### src/rsc_cfg.svh
// Offsets, field positions, reset values and timing counts of the reset source controller
`ifndef RSC_CFG_SVH
`define RSC_CFG_SVH

`define RSC_REG_ADDR        8'hef
`define RSC_BIT_PIN         0
`define RSC_BIT_PWR         1
`define RSC_BIT_CLK         2
`define RSC_BIT_WDT         3
`define RSC_BIT_SOFT        4
`define RSC_BIT_COMP        5
`define RSC_BIT_FLASH       6
`define RSC_SRC_W           7
`define RSC_LEVEL_MASK      7'h27
`define RSC_FLAGS_POR       8'h02
`define RSC_CLK_PERIOD_NS   50
`define RSC_POR_DELAY_NS    300000
`define RSC_POR_DELAY_CYC   ((`RSC_POR_DELAY_NS + `RSC_CLK_PERIOD_NS - 1) / `RSC_CLK_PERIOD_NS)
`define RSC_MIN_HOLD_CYC    4
`define RSC_CLK_WIN_CYC     16

`endif

### src/rsc_pkg.sv
// Types shared by the reset source controller
package rsc_pkg;
	typedef enum logic [1:0] {
		RSC_ST_POR,
		RSC_ST_RUN,
		RSC_ST_HOLD
	} rsc_state_t;
endpackage

### src/rsc_clk_if.sv
// Link between the controller and its clock loss watcher
`timescale 1ns/10ps
interface rsc_clk_if;
	logic enable;
	logic timeout;
	modport watch (input enable, output timeout);
	modport ctrl  (output enable, input timeout);
endinterface

### src/rsc_clk_watch.sv
// Clock loss watcher: flags a monitored clock stuck high or low
`timescale 1ns/10ps
`include "rsc_cfg.svh"
module rsc_clk_watch #(
	parameter int WIN_CYC = `RSC_CLK_WIN_CYC
) (
	input  wire logic   sys_clk_i,
	input  wire logic   reset_n_i,
	input  wire logic   mon_clk_i,
	rsc_clk_if.watch    watch_if
);
	localparam int CW = $clog2(WIN_CYC + 1);

	logic          m1_r, m2_r, m3_r;
	logic          m1_nxt, m2_nxt, m3_nxt;
	logic [CW-1:0] cnt_r, cnt_nxt;
	logic          to_r, to_nxt;

	// Two-stage sync, third stage only for edge compare
	always_comb begin
		m1_nxt = mon_clk_i;
		m2_nxt = m1_r;
		m3_nxt = m2_r;
	end

	// Stuck-level counter; disabled detector holds zero
	always_comb begin
		cnt_nxt = cnt_r;
		to_nxt  = 1'b0;
		if (!watch_if.enable || (m2_r != m3_r)) begin
			cnt_nxt = '0;
		end else if (cnt_r < CW'(WIN_CYC)) begin
			cnt_nxt = cnt_r + CW'(1);
		end else begin
			to_nxt = 1'b1;
		end
	end

	always_ff @(posedge sys_clk_i or negedge reset_n_i) begin
		if (!reset_n_i) begin
			m1_r  <= 1'b0;
			m2_r  <= 1'b0;
			m3_r  <= 1'b0;
			cnt_r <= '0;
			to_r  <= 1'b0;
		end else begin
			m1_r  <= m1_nxt;
			m2_r  <= m2_nxt;
			m3_r  <= m3_nxt;
			cnt_r <= cnt_nxt;
			to_r  <= to_nxt;
		end
	end

	assign watch_if.timeout = to_r;
endmodule // rsc_clk_watch

### src/rsc_top.sv
// Reset source controller: collects reset requests and records the cause
// How it works
// - Power-on leaves supply monitor enabled and selected
// - Supply drop drives pin low, holds core
// - Power-fail reset reads power-on flag one
// - Supply reset skips the power-on delay
// - Other resets never touch supply enable or select
// - Monitor disabled blocks flash write grant
// - Low reset pin resets; pin flag set
// - Stuck clock resets when detector enabled
// - Clock-loss flag write sets detector enable
// - Only power-on and supply resets drive the reset pin
// - Enabled comparator low output causes reset
// - Watchdog overflow resets, sets watchdog flag
// - Flash address or security fault resets
// - Writing soft flag forces reset, reads one
// - Writing power-on flag selects supply monitor
// - Reads give causes, writes drive enables
// - Other resets clear the power-on flag
`timescale 1ns/10ps
`include "rsc_cfg.svh"
module rsc_top #(
	parameter int POR_DELAY_CYC = `RSC_POR_DELAY_CYC,
	parameter int CLK_WIN_CYC   = `RSC_CLK_WIN_CYC
) (
	input  wire logic       sys_clk_i,
	input  wire logic       reset_n_i,
	input  wire logic [7:0] sfr_addr_i,
	input  wire logic       sfr_wr_i,
	input  wire logic [7:0] sfr_wdata_i,
	output logic      [7:0] sfr_rdata_o,
	input  wire logic       supply_en_wr_i,
	input  wire logic       supply_en_data_i,
	output logic            supply_watch_enable_o,
	input  wire logic       supply_ok_i,
	input  wire logic       rst_pin_i,
	output logic            rst_pin_o,
	output logic            rst_pin_oe_o,
	input  wire logic       mon_clk_i,
	input  wire logic       comp_out_i,
	input  wire logic       wdt_overflow_i,
	input  wire logic       flash_fault_i,
	input  wire logic       flash_wr_req_i,
	output logic            flash_wr_grant_o,
	output logic            core_reset_n_o
);
	localparam int CW = $clog2(POR_DELAY_CYC + 1);

	rsc_clk_if clk_if ();

	// Clock loss watcher on the monitored clock
	rsc_clk_watch #(
		.WIN_CYC (CLK_WIN_CYC)
	) u_clk_watch (
		.sys_clk_i (sys_clk_i),
		.reset_n_i (reset_n_i),
		.mon_clk_i (mon_clk_i),
		.watch_if  (clk_if.watch)
	);

	// Synchroniser state for pin-side inputs
	logic [2:0] s1_r, s1_nxt;
	logic [2:0] s2_r, s2_nxt;
	logic       pin_s, sup_s, cmp_s;

	// Controller state
	rsc_pkg::rsc_state_t   state_r, state_nxt;
	logic [CW-1:0]         cnt_r, cnt_nxt;
	logic [`RSC_SRC_W-1:0] pend_r, pend_nxt;
	logic [7:0]            flags_r, flags_nxt;
	logic                  sup_sel_r, sup_sel_nxt;
	logic                  sup_en_r, sup_en_nxt;
	logic                  mcd_en_r, mcd_en_nxt;
	logic                  cmp_en_r, cmp_en_nxt;
	logic                  core_n_r, core_n_nxt;
	logic                  oe_r, oe_nxt;
	logic                  pout_r, pout_nxt;
	logic [2:0]            drv_r, drv_nxt;
	logic [7:0]            rdata_r, rdata_nxt;
	logic                  grant_r, grant_nxt;

	// Decoded requests
	logic                  wr_hit;
	logic                  pwr_fail;
	logic                  pin_ev;
	logic [`RSC_SRC_W-1:0] req;
	logic                  lvl_on;

	// Two flops per asynchronous input; first stage read only by second
	always_comb begin
		s1_nxt = {comp_out_i, supply_ok_i, rst_pin_i};
		s2_nxt = s1_r;
	end

	always_ff @(posedge sys_clk_i or negedge reset_n_i) begin
		if (!reset_n_i) begin
			s1_r <= 3'h7;
			s2_r <= 3'h7;
		end else begin
			s1_r <= s1_nxt;
			s2_r <= s2_nxt;
		end
	end

	assign pin_s = s2_r[0];
	assign sup_s = s2_r[1];
	assign cmp_s = s2_r[2];

	assign clk_if.enable = mcd_en_r;

	// Request decode
	always_comb begin
		wr_hit   = sfr_wr_i && (sfr_addr_i == `RSC_REG_ADDR);
		pwr_fail = sup_en_r && sup_sel_r && !sup_s;
		// Our own drive echoes back through the sync; mask it until it clears
		pin_ev   = !pin_s && !oe_r && (drv_r == 3'h0);
		req                 = '0;
		req[`RSC_BIT_PIN]   = pin_ev;
		req[`RSC_BIT_PWR]   = pwr_fail;
		req[`RSC_BIT_CLK]   = mcd_en_r && clk_if.timeout;
		req[`RSC_BIT_WDT]   = wdt_overflow_i;
		req[`RSC_BIT_SOFT]  = wr_hit && sfr_wdata_i[`RSC_BIT_SOFT] && core_n_r;
		req[`RSC_BIT_COMP]  = cmp_en_r && !cmp_s;
		req[`RSC_BIT_FLASH] = flash_fault_i;
		lvl_on   = |(req & `RSC_LEVEL_MASK);
	end

	// Reset sequencer, cause latch and write side of the register
	always_comb begin
		state_nxt   = state_r;
		cnt_nxt     = cnt_r;
		pend_nxt    = pend_r;
		flags_nxt   = flags_r;
		sup_sel_nxt = sup_sel_r;
		sup_en_nxt  = sup_en_r;
		mcd_en_nxt  = mcd_en_r;
		cmp_en_nxt  = cmp_en_r;
		core_n_nxt  = core_n_r;
		oe_nxt      = oe_r;
		drv_nxt     = {drv_r[1:0], oe_r};
		unique case (state_r)
			rsc_pkg::RSC_ST_POR: begin
				// Full power-on delay only here
				oe_nxt = 1'b1;
				if (cnt_r >= CW'(POR_DELAY_CYC - 1)) begin
					state_nxt  = rsc_pkg::RSC_ST_RUN;
					cnt_nxt    = '0;
					flags_nxt  = `RSC_FLAGS_POR;
					core_n_nxt = 1'b1;
					oe_nxt     = 1'b0;
				end else begin
					cnt_nxt = cnt_r + CW'(1);
				end
			end
			rsc_pkg::RSC_ST_RUN: begin
				// Writes steer enables; read-back is untouched
				if (wr_hit) begin
					sup_sel_nxt = sfr_wdata_i[`RSC_BIT_PWR];
					mcd_en_nxt  = sfr_wdata_i[`RSC_BIT_CLK];
					cmp_en_nxt  = sfr_wdata_i[`RSC_BIT_COMP];
				end
				if (supply_en_wr_i) begin
					sup_en_nxt = supply_en_data_i;
				end
				if (|req) begin
					state_nxt  = rsc_pkg::RSC_ST_HOLD;
					cnt_nxt    = '0;
					pend_nxt   = req;
					core_n_nxt = 1'b0;
					oe_nxt     = pwr_fail;
				end
			end
			rsc_pkg::RSC_ST_HOLD: begin
				// Optional sources fall back to off; supply select kept
				mcd_en_nxt = 1'b0;
				cmp_en_nxt = 1'b0;
				pend_nxt   = pend_r | req;
				oe_nxt     = pwr_fail;
				if (cnt_r < CW'(`RSC_MIN_HOLD_CYC - 1)) begin
					cnt_nxt = cnt_r + CW'(1);
				end else if (!lvl_on) begin
					// Release without power-on delay, even after supply fail
					state_nxt  = rsc_pkg::RSC_ST_RUN;
					cnt_nxt    = '0;
					flags_nxt  = {1'b0, pend_r};
					pend_nxt   = '0;
					core_n_nxt = 1'b1;
				end
			end
		endcase
		pout_nxt = !oe_nxt;
	end

	// Read side shows cause flags; other addresses read zero
	always_comb begin
		rdata_nxt = (sfr_addr_i == `RSC_REG_ADDR) ? flags_r : 8'h00;
		grant_nxt = flash_wr_req_i && sup_en_r && core_n_r;
	end

	// Only the power-on reset touches supply enable and select
	always_ff @(posedge sys_clk_i or negedge reset_n_i) begin
		if (!reset_n_i) begin
			state_r   <= rsc_pkg::RSC_ST_POR;
			cnt_r     <= '0;
			pend_r    <= '0;
			flags_r   <= 8'h00;
			sup_sel_r <= 1'b1;
			sup_en_r  <= 1'b1;
			mcd_en_r  <= 1'b0;
			cmp_en_r  <= 1'b0;
			core_n_r  <= 1'b0;
			oe_r      <= 1'b1;
			pout_r    <= 1'b0;
			drv_r     <= 3'h7;
			rdata_r   <= 8'h00;
			grant_r   <= 1'b0;
		end else begin
			state_r   <= state_nxt;
			cnt_r     <= cnt_nxt;
			pend_r    <= pend_nxt;
			flags_r   <= flags_nxt;
			sup_sel_r <= sup_sel_nxt;
			sup_en_r  <= sup_en_nxt;
			mcd_en_r  <= mcd_en_nxt;
			cmp_en_r  <= cmp_en_nxt;
			core_n_r  <= core_n_nxt;
			oe_r      <= oe_nxt;
			pout_r    <= pout_nxt;
			drv_r     <= drv_nxt;
			rdata_r   <= rdata_nxt;
			grant_r   <= grant_nxt;
		end
	end

	assign sfr_rdata_o           = rdata_r;
	assign supply_watch_enable_o = sup_en_r;
	assign rst_pin_o             = pout_r;
	assign rst_pin_oe_o          = oe_r;
	assign flash_wr_grant_o      = grant_r;
	assign core_reset_n_o        = core_n_r;
endmodule // rsc_top

### config.mk
export PLATFORM = sky130hd
export DESIGN_NAME = rsc_top
export DESIGN_NICKNAME = d
export VERILOG_FILES = /design/src/rsc_pkg.sv /design/src/rsc_clk_if.sv /design/src/rsc_clk_watch.sv /design/src/rsc_top.sv
export VERILOG_INCLUDE_DIRS = /design/src
export SDC_FILE = /design/constraint.sdc
export NUM_CORES = 1
export LEC_CHECK = 0
export ABC_CLOCK_PERIOD_IN_PS = 3450
export BUFFER_PORTS_ARGS = -buffer_cell sky130_fd_sc_hd__buf_2
export CAP_MARGIN = 20
export CORE_ASPECT_RATIO = 0.9
export CORE_UTILIZATION = 48
export DETAILED_ROUTE_END_ITERATION = 16
export MAX_ROUTING_LAYER = met4
export PLACE_DENSITY = 0.8
export SLEW_MARGIN = 5
export SYNTH_ARGS = -nofsm -noshare
export SYNTH_HDL_FRONTEND = slang
export SYNTH_SLANG_ARGS = --single-unit
### constraint.sdc
create_clock -name sys_clk_i -period 3.45 [get_ports sys_clk_i]
set_input_delay 0.345 -clock sys_clk_i [delete_from_list [all_inputs] [get_ports sys_clk_i]]
set_output_delay 0.345 -clock sys_clk_i [all_outputs]
set_load 0.005 [all_outputs]
# Word level (Yosys, flattened, before mapping)
# Index checks and enable logic that the tools add are counted.
# op_classes
eq_ne	10
n_div	0
n_mux	35
n_shift	0
bitwise_logic	1
reduce_logical	32
multipliers	0
add_sub_neg	2
magnitude_cmp	3
# op_table
op	n
$mux W13	4
$pmux W13 S3	1
$mux W8	4
$mux W7	3
$pmux W8 S2	1
$pmux W7 S2	1
$add A13 B1 Y13 const B	1
$ge A13 B13 Y1 const B	1
$lt A13 B2 Y1 const B	1
$logic_and A1 B1 Y1	11
$mux W1	10
$mux W5	2
$ne A2 B2 Y1 const B	5
$reduce_and A2 Y1	5
$eq A8 B8 Y1 const B	1
$mux W2	4
$reduce_and A4 Y1	2
$or A7 B7 Y7	1
$reduce_or A7 Y1	1
$logic_not A1 Y1	6
$pmux W1 S3	2
$pmux W2 S3	1
$reduce_bool A2 Y1	3
$add A5 B1 Y5 const B	1
10 further kinds	11
# word_totals
rom_bits	0
ram_bits	0
memories	0
word_cells	104
latch_bits	0
regBits	64
output_inout_bits	13
inputBits	28

# Logic depth before layout (Yosys ltp)
# Gate-level depths: netlist of the first run.
# depth
ltp_word	8
depth_mapped	9
ltp_nobuf	6

# Modules after synthesis
# From an unflattened synthesis of the first run, not the netlist that was laid out.
# unflattened
cells_unflattened	249
hier_area_um2	2847.7
# by_module_without_submodules
mod	area_each_um2	cells_per_inst	seq_area_each_um2	n_inst
rsc_top	2513.7	223	1316.3	1
rsc_clk_watch	334.1	26	225.2	1

# Worst setup path after synthesis of the first run
# No wires, ideal clock.
# synth_timing
path_type	register to register
startpoint	register state_r[0]
endpoint	register cnt_r[7]
setup_ns	0.126
n_path_buf	3
synth_period_minus_slack_ns	2.039
required_time_ns	3.324
arrival_ns	1.913
path_stages_with_launch	9
slack_ns	1.411
path_cell_list	dfrtp_1 ha_1 clkbuf_1 o311a_1 and3_4 buf_6 or2_1 buf_6 a221o_1
# synth_between
elab_chain_len	3
elab_cells_between_ends	7
cone_classes	eq/ne: 4; mux: 1; reduce/logical: 2
# synth_lines
element	line_no	source
start: declaration	rsc_top.sv:67	rsc_pkg::rsc_state_t state_r, state_nxt;
start signal: assignment	rsc_top.sv:203	state_r <= rsc_pkg::RSC_ST_POR;
start signal: assignment	rsc_top.sv:218	state_r <= state_nxt;
$eq A2 B2 Y1 or $eq A2 B1 Y1 (tied branches)	rsc_top.sv:141	unique case (state_r)
$ne A3 B3 Y1 (no line) or $ne A2 B2 Y1 (tied branches)	--	
$reduce_and A2 Y1 (no line)	--	
end signal: assignment	rsc_top.sv:219	cnt_r <= cnt_nxt;
end: declaration	rsc_top.sv:68	logic [CW-1:0] cnt_r, cnt_nxt;
# Parallel ways exist; a longest one is shown, timed or not.
# A chain may end at the register's enable or synchronous reset.

# Worst setup path after layout of the first run
# layout_timing
startpoint	register cnt_r[0]
endpoint	register cnt_r[0]
# layout_between
elab_chain_len	3
elab_cells_between_ends	8
cone_classes	add/sub: 1; order compare: 2; eq/ne: 1; mux: 3; reduce/logical: 1
# layout_lines
element	line_no	source
$add A13 B1 Y13 (tied with other cells)	rsc_top.sv:152, rsc_top.sv:180	
$mux W13 (tied with other cells)	rsc_top.sv:179	if (cnt_r < CW'(`RSC_MIN_HOLD_CYC - 1)) begin
$pmux W13 S3 or $reduce_and A2 Y1 (tied branches)	--	
# Parallel ways exist; a longest one is shown, timed or not.

==> flow_summary_export.csv, run 1 <==
group,metric,value,unit
grt,met3_usage,0.0559,
floorplanning,fp-row-count,26,
floorplanning,die_y,74.8,µm
synthesis,netlist_area,2820,µm²
synthesis,yosys.area_share.simple,0.203,
cts,cts_hold_buf,0,
sta,finalCritPeriodShare,0.728,
critical_path,rr_worst_depth,7,
synthesis,synthMuxAreaShare,0.0155,
cells_and_area,design_area,3250,µm²
critical_path,setup.worst_path.end_class,"register",
pwr,cellPowerDensity,688,nW/µm²
placed_design,dpl_cell_area,3040,µm²
critical_path,slowest_delay,0.64,ns
critical_path,path_max_fanout,12,
synthesis,ys_types,52,
grt,antenna_found_initial,0,
synthesis,synthArstFlopShare,1.00,
synthesis,synth_edf_count,0,
synthesis,synthAdderAreaFrac,0.0222,
hold_path,min_from,"comp_out_i",
pwr,vdd_drop_max,0.436,mV
pwr,p_int,1.50,mW
route,wl_per_cell,14.9,µm
grt,grt_pass1_wl,9010,µm
sta,rsz0062_at_grt,"no",
cells_and_area,diodes,0,
cts,cts.sinks,61,
grt,grt_pass1_vias,1991,
cells_and_area,drive_gt1_frac,0.248,
synthesis,synth_top_family_by_area,"simple AND/OR/NAND/NOR gates",
floorplanning,io_pins,41,
grt,grtUsageMet1,0.242,
critical_path,path_buf_inv,1,
synthesis,ys_top_cells_by_area,"dfrtp_1, dfstp_2, nor2_1",
sta,finClkSkew,0.00834,ns
floorplanning,initial_core_util,0.499,
synthesis,avgSynthCellArea,10.9,µm²
route,drc,0,
cts,root_buffer,"clkbuf_8",
pwr,p_comb_frac,0.297,
placed_design,place_hpwl,3850,µm
pwr,power,2.23,mW
floorplanning,dieWidth,82.8,µm
grt,grt_max_degree,43,
placed_design,gp_congestion,0.865,
synthesis,synth_compound_area_frac,0.165,
route,antenna_left,0,
sta,worst_slew_margin_rel,0.421,
critical_path,timing.rr.start,"cnt_r[0]",
sta,tightest_slew,0.869,ns
route,post_drt_via_cell_ratio,5.67,
route,drt_pass1_iterations,4,
route,drtIter0Drc,184,
synthesis,synth_ff_type,"dfrtp_1",
cts,worstSkewPairLatency,0.33,ns
run_status,outcome,"completed",
pwr,clock_power_share,0.283,
grt,top_usage_layer,"met2",
floorplanning,core_area,5660,µm²
floorplanning,dieArea,6190,µm²
cts,cts-buffers-inserted,9,
placed_design,io_buffers,35,
synthesis,synth_common_cells,"dfrtp_1, nor2_1, nand2_1, dfstp_2, nand3_1",
synthesis,synthXorXnorAreaFrac,0.0124,
cts,cts_tree,"done",
cts,postCtsSetupBuffers,0,
sta,hold_viol_final,0,
cells_and_area,area_growth,15.0,%
grt,grt_use_total,0.194,
sta,max_freq,398,MHz
pwr,p_leak,1.58,nW
sta,setup_viol,0,
cts,cts.clk_slew.worst_paths,0.06,ns
pwr,power.switching,0.738,mW
synthesis,yosysTopAreaCell,"dfrtp_1",
critical_path,crit_family,"simple AND/OR/NAND/NOR gates",
hold_path,hold_path.class,"in2reg",
sta,maxSlewViolCount,0,
cts,post_cts_resized,0,
critical_path,crit_type,"reg2reg",
synthesis,ys_warn_count,0,
critical_path,cp_slowest_cell,"nor3b_2",
pwr,seqPwrFrac,0.420,
hold_path,worstHoldPathCells,1,
synthesis,ys_ff_latch,61,
grt,grt_overflow,0,
synthesis,yosysMostFrequentCell,"dfrtp_1",
critical_path,arrival,2.78,ns
route,via_count,2111,
grt,use_met2,0.302,
cells_and_area,fin_nets,330,
synthesis,ys_seq_area_frac,0.546,
critical_path,cp.depth,7,
critical_path,startpoint_type,"register",
pwr,swShare,0.330,
critical_path,path_cells,"ha_1, a211oi_1, nor4_1, o32ai_1, buf_4, nor3b_2, mux2_2",
critical_path,required,3.72,ns
synthesis,syn-instance-count,259,
synthesis,syn-num-nets,292,
sta,final.setup.tns,0,ns
critical_path,critPathLaunch,"cnt_r[0]",
cts,htree_levels,3,
sta,fin_crit,2.51,ns
route,routed_wirelength,5540,µm
job,drv_cap,0,
cts,clock_path_buffers,2,
cells_and_area,fill_cells,493,
synthesis,yosys.area.top_type_share,0.434,
## power by group through the flow
| stage | logic, mW | clock network [mW] | registers [mW] |
|---|---|---|---|
| after global placement | 0.637 | 0 | 0.941 |
| after CTS | 0.665 | 0.648 | 0.938 |
| after global routing | 0.729 | 0.679 | 0.952 |
| after floorplan | 0.488 | 0 | 0.927 |
| final | 0.663 | 0.634 | 0.938 |
| after detailed placement | 0.658 | 0 | 0.949 |
## state kept, by name, indices dropped and copies added (netlist names), 2 cells and up
register	count
pend_r	7
cnt_r	13
s1_r	3
drv_r	3
flags_r	7
state_r	2
s2_r	3
u_clk_watch.cnt_r	5
sfr_rdata_o	7
## through the flow
| step | cells | util | worst slack [ns] | hold WS, ns |
|---|---|---|---|---|
| after floorplan | 259 | - | 1.41 | 0.0494 |
| after global placement | 356 | 0.538 | 1.00 | 0.332 |
| after detailed placement | 356 | 0.538 | 0.924 | 0.336 |
| after CTS | 372 | 0.574 | 0.901 | 0.0948 |
| after global routing | 372 | 0.574 | 0.695 | 0.0955 |
| final | 372 | 0.574 | 0.939 | 0.106 |
## final cells by class
| type | count | area [µm²] | area share |
|---|---|---|---|
| inverter | 9 | 33.8 | 0.0104 |
| multi-input combinational | 178 | 1180 | 0.365 |
| clock buffer | 12 | 155 | 0.0478 |
| sequential | 61 | 1540 | 0.475 |
| tap | 70 | 87.6 | 0.0270 |
| clock inverter | 4 | 47.5 | 0.0146 |
| timing repair buffer | 38 | 198 | 0.0609 |
## kinds of logic (layout without fill, tap and decap cells)
logic type	Yosys count	after routing
other	1	1
multiplexers	4	4
XOR/XNOR	4	4
AO/OA/AOI/OAI	58	58
AND/OR/NAND/NOR	106	106
buffers and inverters	20	63
adder cells (fa/ha/maj)	5	5
flip-flops	61	61
## worst paths after layout
kind,to,slack [ns]
setup / recovery,cnt_r[0],0.94
hold / removal,s1_r[2],0.11
setup reg to reg,cnt_r[0],0.94
hold reg to reg,u_clk_watch.m2_r,0.35
max in group asynchronous,cnt_r[2],2.55
min in group asynchronous,sfr_rdata_o[2],0.12
## metal layers
| metal | vias to the layer above | wire length (µm) |
|---|---|---|
| met3 | 7 | 279 |
| met4 | 0 | 63 |
| met2 | 62 | 2590 |
| met5 | - | 0 |
| met1 | 1011 | 2610 |
| li1 | 1031 | - |
## placed cells by master (no fill, tap or decap), types with 5 or more instances in the layout
cell,instances
inv_1,9
a221o_1,8
nand3_1,12
a211oi_1,5
dfstp_2,12
a22o_1,11
a21oi_1,8
ha_1,5
buf_2,35
clkbuf_8,11
and3_1,11
nand4_1,7
and2_1,9
dfrtp_1,49
nor2_1,26
nand2_1,17
nor3_1,5
Note: power is estimated with default switching activity, not from simulation.
==> inputs of run 2 (changes only) <==
ABC_CLOCK_PERIOD_IN_PS = 2100   (was 3450)
PLACE_DENSITY = 0.83   (was 0.8)
clock period = 2.1 ns   (was 3.45 ns; I/O delays follow)
==> flow_summary_export.csv, run 2 (same netlist as run 1, synthesis figures left out) <==
group,metric,value,unit
cells_and_area,diodes,0,
hold_path,min_from,"supply_en_data_i",
cts,cts.sinks,61,
sta,final.setup.tns,0,ns
grt,antenna_found_initial,0,
cells_and_area,layout_common_cells,"dfrtp_1, buf_2, nor2_1, buf_4, nand2_1",
floorplanning,dieArea,6190,µm²
cells_and_area,fin_cells,396,
job,drv_cap,0,
placed_design,gp_congestion,0.949,
sta,setup_viol,0,
sta,finalCritPeriodShare,0.974,
pwr,p_comb_frac,0.322,
cts,cts_tree,"done",
route,drtIter0Drc,218,
run_status,outcome,"completed",
cells_and_area,drive_gt1_frac,0.307,
sta,hold_viol_final,0,
floorplanning,fp-row-count,26,
sta,maxSlewViolCount,0,
sta,rsz0062_at_grt,"yes",
grt,grt_use_total,0.201,
sta,max_freq,489,MHz
pwr,p_leak,1.72,nW
floorplanning,initial_core_util,0.499,
pwr,clock_power_share,0.308,
placed_design,dp_cells,375,
critical_path,cp_slowest_cell,"dfrtp_1",
hold_path,hold_path.class,"in2reg",
sta,worst_slack,0.0550,ns
floorplanning,core_area,5660,µm²
route,routed_wirelength,6010,µm
route,via_count,2292,
cts,htree_levels,3,
sta,fin_crit,2.04,ns
critical_path,required,2.32,ns
critical_path,path_cells,"ha_1, a211oi_1, nor4_2, buf_4, nor2_1, a21oi_1, buf_4, a22o_1",
pwr,vdd_drop_max,0.869,mV
placed_design,place_hpwl,4290,µm
grt,grt_overflow,0,
route,post_drt_via_cell_ratio,5.79,
sta,holdWs,0.124,ns
critical_path,startpoint_type,"register",
critical_path,setup.worst_path.end_class,"register",
cts,root_buffer,"clkbuf_8",
critical_path,path_max_fanout,7,
pwr,swShare,0.311,
cells_and_area,largest_reg_flops,13,
route,drc,0,
route,antenna_left,0,
route,drt_pass1_iterations,5,
critical_path,timing.rr.start,"cnt_r[0]",
grt,grt_max_degree,24,
cells_and_area,layout_commonest_cell,"dfrtp_1",
cells_and_area,largest-register,"cnt_r",
cts,cts-buffers-inserted,9,
critical_path,crit_path_frequent_cell,"buf_4",
grt,grt_pass1_wl,9290,µm
pwr,p_int,2.82,mW
cells_and_area,fin_nets,354,
cts,clock_path_buffers,2,
cells_and_area,area_growth,24.3,%
critical_path,slowest_delay,0.38,ns
critical_path,critPathLaunch,"cnt_r[0]",
grt,grt_pass1_vias,2037,
floorplanning,die_y,74.8,µm
cts,worstSkewPairLatency,0.33,ns
cts,cts.clk_slew.worst_paths,0.07,ns
route,wl_per_cell,15.2,µm
sta,finClkSkew,0.00534,ns
placed_design,io_buffers,35,
critical_path,crit_type,"reg2reg",
critical_path,arrival,2.27,ns
pwr,seqPwrFrac,0.370,
pwr,cellPowerDensity,1170,nW/µm²
pwr,power.switching,1.27,mW
floorplanning,io_pins,41,
floorplanning,dieWidth,82.8,µm
placed_design,dp_slack,0.0779,ns
-- run 2: cell types whose count changed in the layout (fill, tap and decap cells not counted), moves of 2 or more --
| cell | change |
|---|---|
| buf_4 | +19 |
| dlygate4sd3_1 | +5 |
| bufinv_16 | +2 |
| nor4_1 | -2 |
| nor4_2 | +2 |
-- run 2: final cells by class --
| type | count | area [µm²] |
|---|---|---|
| Fill cell | 468 | 2150 |
| Sequential cell | 61 | 1540 |
| Multi-Input combinational cell | 178 | 1210 |
| Timing Repair Buffer | 62 | 390 |
| Clock buffer | 10 | 138 |
| Clock inverter | 6 | 110 |
| Tap cell | 70 | 87.6 |
| Inverter | 9 | 33.8 |
-- run 2: path summary, 6_finish.rpt --
| kind | endpoint | slack, ns | cells after the start |
|---|---|---|---|
| max in group asynchronous | drv_r[2] | 1.10 | 3 |
| max | flags_r[2] | 0.06 | 8 |
| min | supply_watch_enable_o | 0.12 | 2 |
| max reg2reg | flags_r[2] | 0.06 | 8 |
| min in group asynchronous | rst_pin_o | 0.33 | 2 |
| min reg2reg | u_clk_watch.m2_r | 0.35 | 0 |
-- run 2: power by group through the flow --
stage / Clock, mW / Combinational (mW) / Sequential [mW]
after floorplan: 0 / 0.802 / 1.52
after global routing: 1.34 / 1.43 / 1.54
final: 1.26 / 1.32 / 1.51
after CTS: 1.29 / 1.27 / 1.51
after detailed placement: 0 / 1.26 / 1.53
after global placement: 0 / 1.22 / 1.52
-- run 2: metrics by stage --
step / area [µm²] / total power [mW] / util
6_report: 3510 / 4.10 / 0.620
3_5_place_dp: 3190 / 2.79 / 0.563
4_1_cts: 3480 / 4.07 / 0.616
2_1_floorplan: 2820 / 2.32 / -
3_3_place_gp: 3190 / 2.74 / 0.563
5_1_grt: 3510 / 4.31 / 0.620
-- run 2: what timing repair did --
action,CTS,global route
resized for setup,0,5
endpoints found under the hold margin,14,0
hold buffers,5,0
setup buffers,0,0
setup endpoints to repair,0,13
-- run 2: worst max-delay path, delay by kind of cell, from the launching register on --
family / cells / cell delay (ns)
AOI/OAI and AO/OA: 3 / 0.61
and+or+nand+nor: 2 / 0.38
DFF: 1 / 0.38
adders and majority gates: 1 / 0.23
buffers and inverters: 2 / 0.32
-- run 2: routing by layer --
metal  wire (µm)  global-route usage  vias up
li1            -                   -     1073
met1        2660               0.241     1096
met2        2860               0.321      107
met3         381              0.0559       16
met4         116              0.0939        0
met5           0                   -        -
==> inputs of run 3 (changes only) <==
PLACE_DENSITY = 0.71   (was 0.83)
==> flow_summary_export.csv, run 3 (same netlist as run 1, synthesis figures left out) <==
group,metric,value,unit
run_status,outcome,"completed",
critical_path,arrival,2.19,ns
placed_design,place_hpwl,4080,µm
sta,hold_viol_final,0,
cells_and_area,drive_gt1_frac,0.299,
grt,antenna_found_initial,0,
hold_path,whs_endpoint,"sup_sel_r",
grt,grt_pass1_vias,2005,
cts,clock_path_buffers,2,
placed_design,gp_congestion,0.871,
grt,grt_pass1_wl,9270,µm
cts,cts_tree,"done",
sta,maxSlewViolCount,0,
grt,top_usage_layer,"met2",
route,drt_pass1_iterations,4,
hold_path,worstHoldPathCells,2,
route,wl_per_cell,14.1,µm
cells_and_area,fin_nets,356,
cts,htree_levels,3,
job,drv_cap,0,
sta,setup_viol,0,
pwr,p_leak,1.70,nW
critical_path,rr_worst_depth,8,
cells_and_area,layout_commonest_cell,"dfrtp_1",
cts,cts.sinks,61,
hold_path,hold_path.class,"in2reg",
critical_path,crit_type,"reg2reg",
grt,use_met2,0.292,
cells_and_area,largest-register,"cnt_r",
placed_design,dp_cells,377,
sta,finalCritPeriodShare,0.941,
route,via_count,2189,
hold_path,min_from,"sfr_wdata_i[1]",
floorplanning,initial_core_util,0.499,
sta,rsz0062_at_grt,"yes",
cells_and_area,area_growth,22.4,%
cells_and_area,fin_cells,398,
route,routed_wirelength,5610,µm
critical_path,startpoint_type,"register",
floorplanning,die_y,74.8,µm
route,drc,0,
cts,cts.clk_slew.worst_paths,0.07,ns
cts,root_buffer,"clkbuf_8",
placed_design,io_buffers,35,
sta,finClkSkew,0.00898,ns
cells_and_area,layout_common_cells,"dfrtp_1, buf_2, nor2_1, buf_4, nand2_1",
cells_and_area,largest_reg_flops,13,
grt,grt_max_degree,25,
route,post_drt_via_cell_ratio,5.50,
critical_path,reg2reg_slack,0.12,ns
cts,postCtsSetupBuffers,0,
sta,max_freq,506,MHz
floorplanning,fp-row-count,26,
floorplanning,dieArea,6190,µm²
route,drtIter0Drc,144,
cts,cts-buffers-inserted,9,
critical_path,rr_endpoint,"flags_r[4]",
grt,grt_overflow,0,
pwr,vdd_drop_max,0.897,mV
cts,worstSkewPairLatency,0.33,ns
sta,worst_slew_margin_rel,0.672,
grt,grt_use_total,0.198,
grt,grtUsageMet1,0.268,
floorplanning,dieWidth,82.8,µm
floorplanning,io_pins,41,
cells_and_area,diodes,0,
critical_path,setup.worst_path.end_class,"register",
sta,holdWs,0.109,ns
pwr,power,3.80,mW
floorplanning,core_area,5660,µm²
sta,tightest_slew,0.486,ns
critical_path,path_max_fanout,7,
placed_design,dp_slack,0.0703,ns
critical_path,required,2.32,ns
critical_path,timing.rr.start,"cnt_r[0]",
sta,fin_crit,1.98,ns
pwr,cellPowerDensity,1100,nW/µm²
route,antenna_left,0,
grt,met3_usage,0.0439,
sta,worst_slack,0.125,ns
run 3: final cells by class:
cell class                 instances  area [µm²]
clock buffer                      12         135
inverter                           9        33.8
fill                             500        2210
tap                               70        87.6
sequential                        61        1540
multi-input combinational        178        1200
clock inverter                     4        50.0
timing repair buffer              64         405
run 3: worst max-delay path by stage:
| stage | from | to | slack [ns] | depth (start not counted) |
|---|---|---|---|---|
| global route | cnt_r[0] | flags_r[6] | -0.02 | 8 |
| global placement | state_r[0] | cnt_r[10] | 0.10 | 5 |
| floorplan | state_r[0] | cnt_r[7] | 0.06 | 8 |
| finish | cnt_r[0] | flags_r[4] | 0.12 | 8 |
| detailed placement | state_r[0] | cnt_r[2] | 0.07 | 5 |
| CTS | state_r[0] | cnt_r[2] | 0.05 | 5 |
run 3: through the flow:
step	cell area [µm²]	util	TNS, ns
5_1_grt	3450	0.610	-0.0733
4_1_cts	3440	0.607	0
3_3_place_gp	3200	0.566	0
3_5_place_dp	3200	0.566	0
2_1_floorplan	2820	-	0
6_report	3450	0.610	0
run 3: report_power, final:
| group | switching (mW) | internal [mW] | leakage [nW] | total, mW |
|---|---|---|---|---|
| clock | 0.425 | 0.547 | 0.0866 | 0.972 |
| combinational | 0.705 | 0.607 | 0.826 | 1.31 |
| sequential | 0.119 | 1.40 | 0.784 | 1.51 |
run 3: routing by layer:
metal,wire (µm),vias to the layer above
met3,261,6
met1,2830,1051
li1,-,1078
met5,0,-
met2,2460,54
met4,65,0
run 3: worst max-delay path: stages, from the launching register on:
cell	delay (ns)
dfrtp_1	0.38
ha_1	0.24
a211oi_1	0.24
nor4_2	0.11
buf_4	0.15
nor2_1	0.24
a21oi_1	0.11
buf_4	0.17
a22o_1	0.23
run 3: what timing repair did:
action	CTS	global route
endpoints found under the setup margin	0	12
hold buffers	5	0
resized for setup	0	4
hold endpoints to repair	18	0
